[config.mk]
export PLATFORM = sky130hd
export DESIGN_NAME = divsync_dev_flat
export DESIGN_NICKNAME = d
export VERILOG_FILES = /design/src/divsync_pkg.sv /design/src/divsync_if.sv /design/src/divsync_dev.sv /design/src/flat_wrapper.sv
export SDC_FILE = /design/constraint.sdc
export NUM_CORES = 1
export LEC_CHECK = 0
export ABC_AREA = 1
export BUFFER_PORTS_ARGS = -buffer_cell sky130_fd_sc_hd__buf_4
export CAP_MARGIN = 10
export CORE_ASPECT_RATIO = 1.25
export CORE_MARGIN = 3
export CORE_UTILIZATION = 38
export DETAILED_ROUTE_END_ITERATION = 6
export GPL_TIMING_DRIVEN = 0
export HOLD_SLACK_MARGIN = 0.05
export PLACE_DENSITY = 0.73
export SYNTH_ARGS = -nofsm -noshare
export SYNTH_HDL_FRONTEND = slang
export SYNTH_SLANG_ARGS = --single-unit
[constraint.sdc]
create_clock -name clk_i -period 1 [get_ports clk_i]
set_clock_uncertainty 0.1 [all_clocks]
set_input_delay 0.2 -clock clk_i [delete_from_list [all_inputs] [get_ports clk_i]]
set_output_delay 0.2 -clock clk_i [all_outputs]
set_load 0.01 [all_outputs]
[src/divsync_pkg.sv]
// Shared constants for the divider alignment device and its controller.
// Assumes both ends run on one clock and meet through divsync_if.
package divsync_pkg;
	localparam int ADDR_W = 9;
	localparam int DATA_W = 8;
	localparam logic [8:0] SIGHI_ADDR = 9'h025;
	localparam logic [8:0] DITHER_ADDR = 9'h030;
	localparam logic [8:0] ALIGN_ADDR = 9'h100;
	localparam logic [8:0] OUTMODE_ADDR = 9'h014;
	localparam int MASTER_BIT = 0;
	localparam int DIVSYNC_BIT = 1;
	localparam int FIRSTONLY_BIT = 2;
	localparam int DITHER_BIT = 4;
	localparam int OUTTYPE_BIT = 6;
	localparam logic [7:0] ALIGN_RST = 8'h00;
	localparam logic [7:0] DITHER_RST = 8'h00;
	localparam logic [7:0] OUTMODE_RST = 8'h00;
	localparam logic [7:0] SIGHI_RST = 8'h00;
	localparam logic [7:0] ALIGN_MASK = 8'h07;
	localparam logic [7:0] DITHER_MASK = 8'h10;
	localparam logic [7:0] OUTMODE_MASK = 8'h40;
	// Controller register offsets, byte addressed
	localparam logic [3:0] C_CMD = 4'h0;
	localparam logic [3:0] C_STAT = 4'h4;
	localparam logic [3:0] C_PINS = 4'h8;
	localparam logic [8:0] C_ADDR_LSB = 9'h010;
	// Command word fields and pin register bits
	localparam int CMD_RD_BIT = 16;
	localparam int CMD_WD_LSB = 17;
	localparam int PIN_SYNC_BIT = 0;
	localparam int PIN_DIS_BIT = 1;
	localparam logic [31:0] UNMAPPED_RD = 32'h0000_0000;
endpackage : divsync_pkg

[src/divsync_if.sv]
// Link between the converter's configuration port and its controller.
// Assumes one shared clock; register access is a one-cycle strobe.
interface divsync_if;
	logic [8:0] addr;
	logic [7:0] wdata;
	logic wr;
	logic rd;
	logic [7:0] rdata;
	logic rvalid;
	logic sync_pulse;
	logic output_disable_pin;
	modport dev (input addr, wdata, wr, rd, sync_pulse, output_disable_pin,
		output rdata, rvalid);
	modport host (output addr, wdata, wr, rd, sync_pulse, output_disable_pin,
		input rdata, rvalid);
endinterface : divsync_if

[src/divsync_dev.sv]
// Converter side: alignment control, dither, output type, output disable.
// Assumes the controller drives the link on clk_i; pins pass two flops.
// Functional notes
// - Master enable gates every alignment function
// - Host keeps master off when unused
// - Pulses reach divider only with both enables
// - First-pulse-only aligns once, ignores later pulses
// - Divider enable self-clears after one-shot alignment
// - Output type resets to CMOS
// - Host programs LVDS after power-up
// - Outputs disabled while disable pin high
// - System lowers disable pin after LVDS set
// - Host keeps control port idle when sampling
module divsync_dev import divsync_pkg::*; (
	// Clock and reset
	input wire logic clk_i,
	input wire logic rst_i,
	divsync_if.dev link,
	// Converter side
	input wire logic [15:0] selftest_sig_i,
	output logic divider_align_o,
	output logic dither_en_o,
	output logic lvds_sel_o,
	output logic outputs_en_o,
	output logic sync_power_o
);
	typedef struct packed {
		logic [7:0] align;
		logic [7:0] dither;
		logic [7:0] outmode;
		logic [7:0] rdata;
		logic rvalid;
		logic pulse_m;
		logic pulse_s;
		logic pulse_p;
		logic dis_m;
		logic dis_s;
		logic align_p;
		logic armed;
	} dev_state_t;
	dev_state_t s_q, s_d;
	logic rise;
	always_comb begin
		s_d = s_q;
		s_d.pulse_m = link.sync_pulse;
		s_d.pulse_s = s_q.pulse_m;
		s_d.pulse_p = s_q.pulse_s;
		s_d.dis_m = link.output_disable_pin;
		s_d.dis_s = s_q.dis_m;
		s_d.rvalid = link.rd;
		s_d.align_p = 1'b0;
		rise = s_q.pulse_s & ~s_q.pulse_p;
		if (link.wr) begin
			unique case (link.addr)
				ALIGN_ADDR: begin
					s_d.align = link.wdata & ALIGN_MASK;
					s_d.armed = 1'b1;
				end
				DITHER_ADDR: s_d.dither = link.wdata & DITHER_MASK;
				OUTMODE_ADDR: s_d.outmode = link.wdata & OUTMODE_MASK;
				default: ;
			endcase
		end
		if (rise && s_q.align[MASTER_BIT] && s_q.align[DIVSYNC_BIT]) begin
			if (s_q.align[FIRSTONLY_BIT]) begin
				if (s_q.armed) begin
					s_d.align_p = 1'b1;
					s_d.armed = 1'b0;
					if (!(link.wr && link.addr == ALIGN_ADDR))
						s_d.align[DIVSYNC_BIT] = 1'b0;
				end
			end else begin
				s_d.align_p = 1'b1;
			end
		end
		s_d.rdata = 8'h00;
		if (link.rd) begin
			unique case (link.addr)
				ALIGN_ADDR: s_d.rdata = s_q.align;
				DITHER_ADDR: s_d.rdata = s_q.dither;
				OUTMODE_ADDR: s_d.rdata = s_q.outmode;
				SIGHI_ADDR: s_d.rdata = selftest_sig_i[15:8];
				default: s_d.rdata = 8'h00;
			endcase
		end
		if (rst_i) begin
			s_d = '0;
			s_d.align = ALIGN_RST;
			s_d.dither = DITHER_RST;
			s_d.outmode = OUTMODE_RST;
			s_d.dis_m = 1'b1;
			s_d.dis_s = 1'b1;
			s_d.armed = 1'b1;
		end
	end
	always_ff @(posedge clk_i) begin
		s_q <= s_d;
	end
	assign link.rdata = s_q.rdata;
	assign link.rvalid = s_q.rvalid;
	assign divider_align_o = s_q.align_p;
	assign dither_en_o = s_q.dither[DITHER_BIT];
	assign lvds_sel_o = s_q.outmode[OUTTYPE_BIT];
	assign outputs_en_o = ~s_q.dis_s;
	assign sync_power_o = s_q.align[MASTER_BIT];
endmodule : divsync_dev

[src/flat_wrapper.sv]
// flat-port wrapper written by rule: the top's interface ports become plain ports
module divsync_dev_flat import divsync_pkg::*;
  (clk_i, rst_i, selftest_sig_i, divider_align_o, dither_en_o, lvds_sel_o, outputs_en_o, sync_power_o, link_addr, link_wdata, link_wr, link_rd, link_sync_pulse, link_output_disable_pin, link_rdata, link_rvalid);
  divsync_if link_i ();
  input wire logic clk_i;
  input wire logic rst_i;
  input wire logic [15:0] selftest_sig_i;
  output logic divider_align_o;
  output logic dither_en_o;
  output logic lvds_sel_o;
  output logic outputs_en_o;
  output logic sync_power_o;
  input wire logic [$bits(link_i.addr)-1:0] link_addr;
  input wire logic [$bits(link_i.wdata)-1:0] link_wdata;
  input wire logic [$bits(link_i.wr)-1:0] link_wr;
  input wire logic [$bits(link_i.rd)-1:0] link_rd;
  input wire logic [$bits(link_i.sync_pulse)-1:0] link_sync_pulse;
  input wire logic [$bits(link_i.output_disable_pin)-1:0] link_output_disable_pin;
  output wire logic [$bits(link_i.rdata)-1:0] link_rdata;
  output wire logic [$bits(link_i.rvalid)-1:0] link_rvalid;
  assign link_i.addr = link_addr;
  assign link_i.wdata = link_wdata;
  assign link_i.wr = link_wr;
  assign link_i.rd = link_rd;
  assign link_i.sync_pulse = link_sync_pulse;
  assign link_i.output_disable_pin = link_output_disable_pin;
  assign link_rdata = link_i.rdata;
  assign link_rvalid = link_i.rvalid;
  divsync_dev u_core (.clk_i(clk_i), .rst_i(rst_i), .link(link_i), .selftest_sig_i(selftest_sig_i), .divider_align_o(divider_align_o), .dither_en_o(dither_en_o), .lvds_sel_o(lvds_sel_o), .outputs_en_o(outputs_en_o), .sync_power_o(sync_power_o));
endmodule
==> impl_results.md <==
* Slowest stage delay, CP at between 0.3 and 0.4 ns
* Core area at roughly 2300 sq um
* Max Transition Viols Final at 0
* Final ANT Viol Nets at 0
* Vias per cell at roughly 4.3
* Max Cap Violations at 0
* Post-Layout Inst Area at ~1500 sq um
* Critical path buffers and inverters at 1
* GR Util All Layers at 0.1398
* Hold buffer count at cts at 7
* Mux cell area share after synthesis at 0
* Largest family of logic cells by synthesized area: simple AND/OR/NAND/NOR gates
* Drt drc at 0
* Tmin final at between 1 and 1.5 ns
* Htree depth at 1
* I/O pin cnt at 53
* Clk_lat worst skew at around 0.3 ns
* Worst r2r src: u_core.s_q[5]$_SDFF_PP0_
* Fraction of the mapped netlist area in simple logic gates at 0.3743
* Layout fillers at roughly 220
* Worst-path maximum fanout at 4
* Multi-input gate area at roughly 460 sq um
* CP required at ~0.70 ns
* N_diodes at 0
* Worst Hold Depth at 2
* First-pass GRT wire length at between 3000 and 4000 um
* Mapped cell area at between 900 and 1000 sq um
* Drt wl/cell at about 11 um
* Worst ir drop on vdd at roughly 790 uV
* CP Launch Type: register
* Setup ws final at -0.09411 ns
* Hold Path Class: in2reg
* Lkg Pwr at just under 0.7 nW
* WP depth at 1
* Worst Setup SP: u_core.sync_power_o$_SDFFE_PP0P_
* Setup WS pre-CTS at -0.2253 ns
* Commonest non-fill, non-tap cell in the layout: nand2_1
* Routed wire length at 2169 um
* Worst-path cell chain: buf_6
* Crit end category: primary output
* Area added between synthesis and finish at 56.88%
* Final Cycle Share at 1.094
* Layout cell share with drive strength beyond 1 at 0.5233
* WP data arrival at ~0.8 ns
* Max_slew headroom at 0.8771
* Net Count, Synth at 165
* Number of global-route vias before repair at a little over 800
* CTS Sinks at 21
* Ys Warns at 0
* Initial antenna violation count at 0
* Worst-Margin Slew at between 0.15 and 0.2 ns
* Mean Syn Cell Area at roughly 7.5 sq um
* First DRT Iteration DRCs at 11
* Distinct cells, synth at 18
* Sum Neg Setup Slack at -0.7348 ns
* Hold Vio Cnt, Final at 1
* Pre-Repair DR Iteration Count at 4
* Root buf cell: clkbuf_4
* Full die area at approximately 3100 sq um
* Worst Path Class, Setup: reg2out
* Hpwl dp at between 1500 and 2000 um
* Worst path top cell family by delay: flip-flops
* Register area at ~440 sq um
* Power, Total at 0.001443 W
* Synth Area in XOR/XNOR at 0
* Adder-cell share of the synthesized area at 0
* Most frequent cells in the layout: nand2_1 (29), buf_4 (27), buf_6 (16)
* Total global routing overflow at 0
* Worst R2R Setup Slack at -0.08 ns
* Outcome: complete, but fails checks
* Port Buffers at 40
* Die Ht at between 60 and 70 um
* PD cells at just under 1000 nW/um^2
* Worst reg2reg path depth at 7
* GPL Wtd Cong at approximately 0.83
* Sequential cell area fraction in the yosys report at 0.4444
* Max clock buf depth at 2
* Endpoints failing setup at 15
* Seq cells post-synth at 21
* Num rows at 19
* Clock-pin slew on the worst setup and hold paths at ~0.11 ns
* Vias at ~880
* Placed instance area at about 1300 sq um
* Failing checks: negative hold slack, negative setup slack
* Chip width at 50.63 um
* RSZ-0062 raised after global routing: yes
* Synth Area in Compound Gates at 0.04497
* Worst hold slack at -0.02400 ns
* Max Fclk at 914.0 MHz
* CTS tree: yes
* Pin count of the biggest net entering global routing at 13
* Num CTS Buffers at 3
* Nets at roughly 210
* Starting density of the core at 0.4145
* Hold_sp: link_output_disable_pin
* Mapped Cells at approximately 130
* Slowest-stage cell, CP: dfxtp_4
[synthesized netlist by cell type]
cell type | instances | share of area
nand2_1 | 30 | 0.12
dfxtp_1 | 21 | 0.44
nor2_1 | 19 | 0.075
inv_1 | 17 | 0.067
buf_4 | 8 | 0.063
nand3_1 | 6 | 0.032
nor2_2 | 5 | 0.033
a21oi_1 | 4 | 0.021
nand3_2 | 3 | 0.032
nand2_2 | 2 | 0.013
nor2_4 | 2 | 0.024
o21ai_1 | 2 | 0.011
or2_2 | 2 | 0.013
a211oi_1 | 1 | 0.0079
buf_2 | 1 | 0.0053
nand2_4 | 1 | 0.012
nor2_8 | 1 | 0.021
o21ai_0 | 1 | 0.0053
[per-stage QoR]
step,util,instances,hold slack (ns)
6_report,0.6502,203,-0.02400
3_3_place_gp,0.5630,197,0.2840
3_5_place_dp,0.5630,197,0.2897
4_1_cts,0.6118,202,-0.02400
2_1_floorplan,-,126,0.2038
5_1_grt,0.6502,203,-0.03847
[final timing paths]
check | endpoint
worst max-delay path | sync_power_o
worst min-delay path | u_core.s_q[3]$_SDFF_PP1_
worst max register to register | u_core.s_q[33]$_SDFF_PP0_
worst min register to register | u_core.s_q[5]$_SDFF_PP0_
[cell families (layout without fill, tap and decap cells)]
| group | Yosys count | count (layout) |
|---|---|---|
| and+or+nand+nor | 71 | 71 |
| DFF | 21 | 21 |
| AOI/OAI and AO/OA | 8 | 8 |
| buffers and inverters | 26 | 72 |
[metal layers]
metal	share of wire	global-route usage	up-vias
li1	-	-	466
met4	0.017	0.05769	0
met5	0	0	-
met2	0.55	0.2724	25
met1	0.39	0.1504	382
met3	0.042	0.02387	4
[where the power goes]
part	switching [W]	total, W	leakage (nW)	internal (W)
clock network	0.000248	0.000397	0.0177	0.000149
logic	0.0000838	0.000197	0.486	0.000113
registers	0.00000421	0.000849	0.177	0.000845
[registers in the layout, indices dropped and copies added (netlist names)]
| register | flops |
|---|---|
| u_core.lvds_sel_o | 1 |
| u_core.divider_align_o | 1 |
| u_core.link.rdata | 8 |
| u_core.link.rvalid | 1 |
| u_core.dither_en_o | 1 |
| u_core.sync_power_o | 1 |
| u_core.s_q | 8 |
[timing repair]
item	CTS	global route
endpoints found under the hold margin	8	1
gates cloned	0	0
pin swaps	0	11
buffers inserted	2	2
gates resized for setup	21	27
endpoints found under the setup margin	15	19
[area by class of cell]
cell class                 instances  share of cell area
clock buffer                       3             0.01518
clock inverter                     1            0.003373
multi-input combinational         79              0.3069
sequential                        21              0.2968
tap                               31             0.02614
buffer                             1            0.003373
timing repair buffer              50              0.3052
inverter                          17             0.04300
Note: power is estimated with default switching activity, not from simulation.
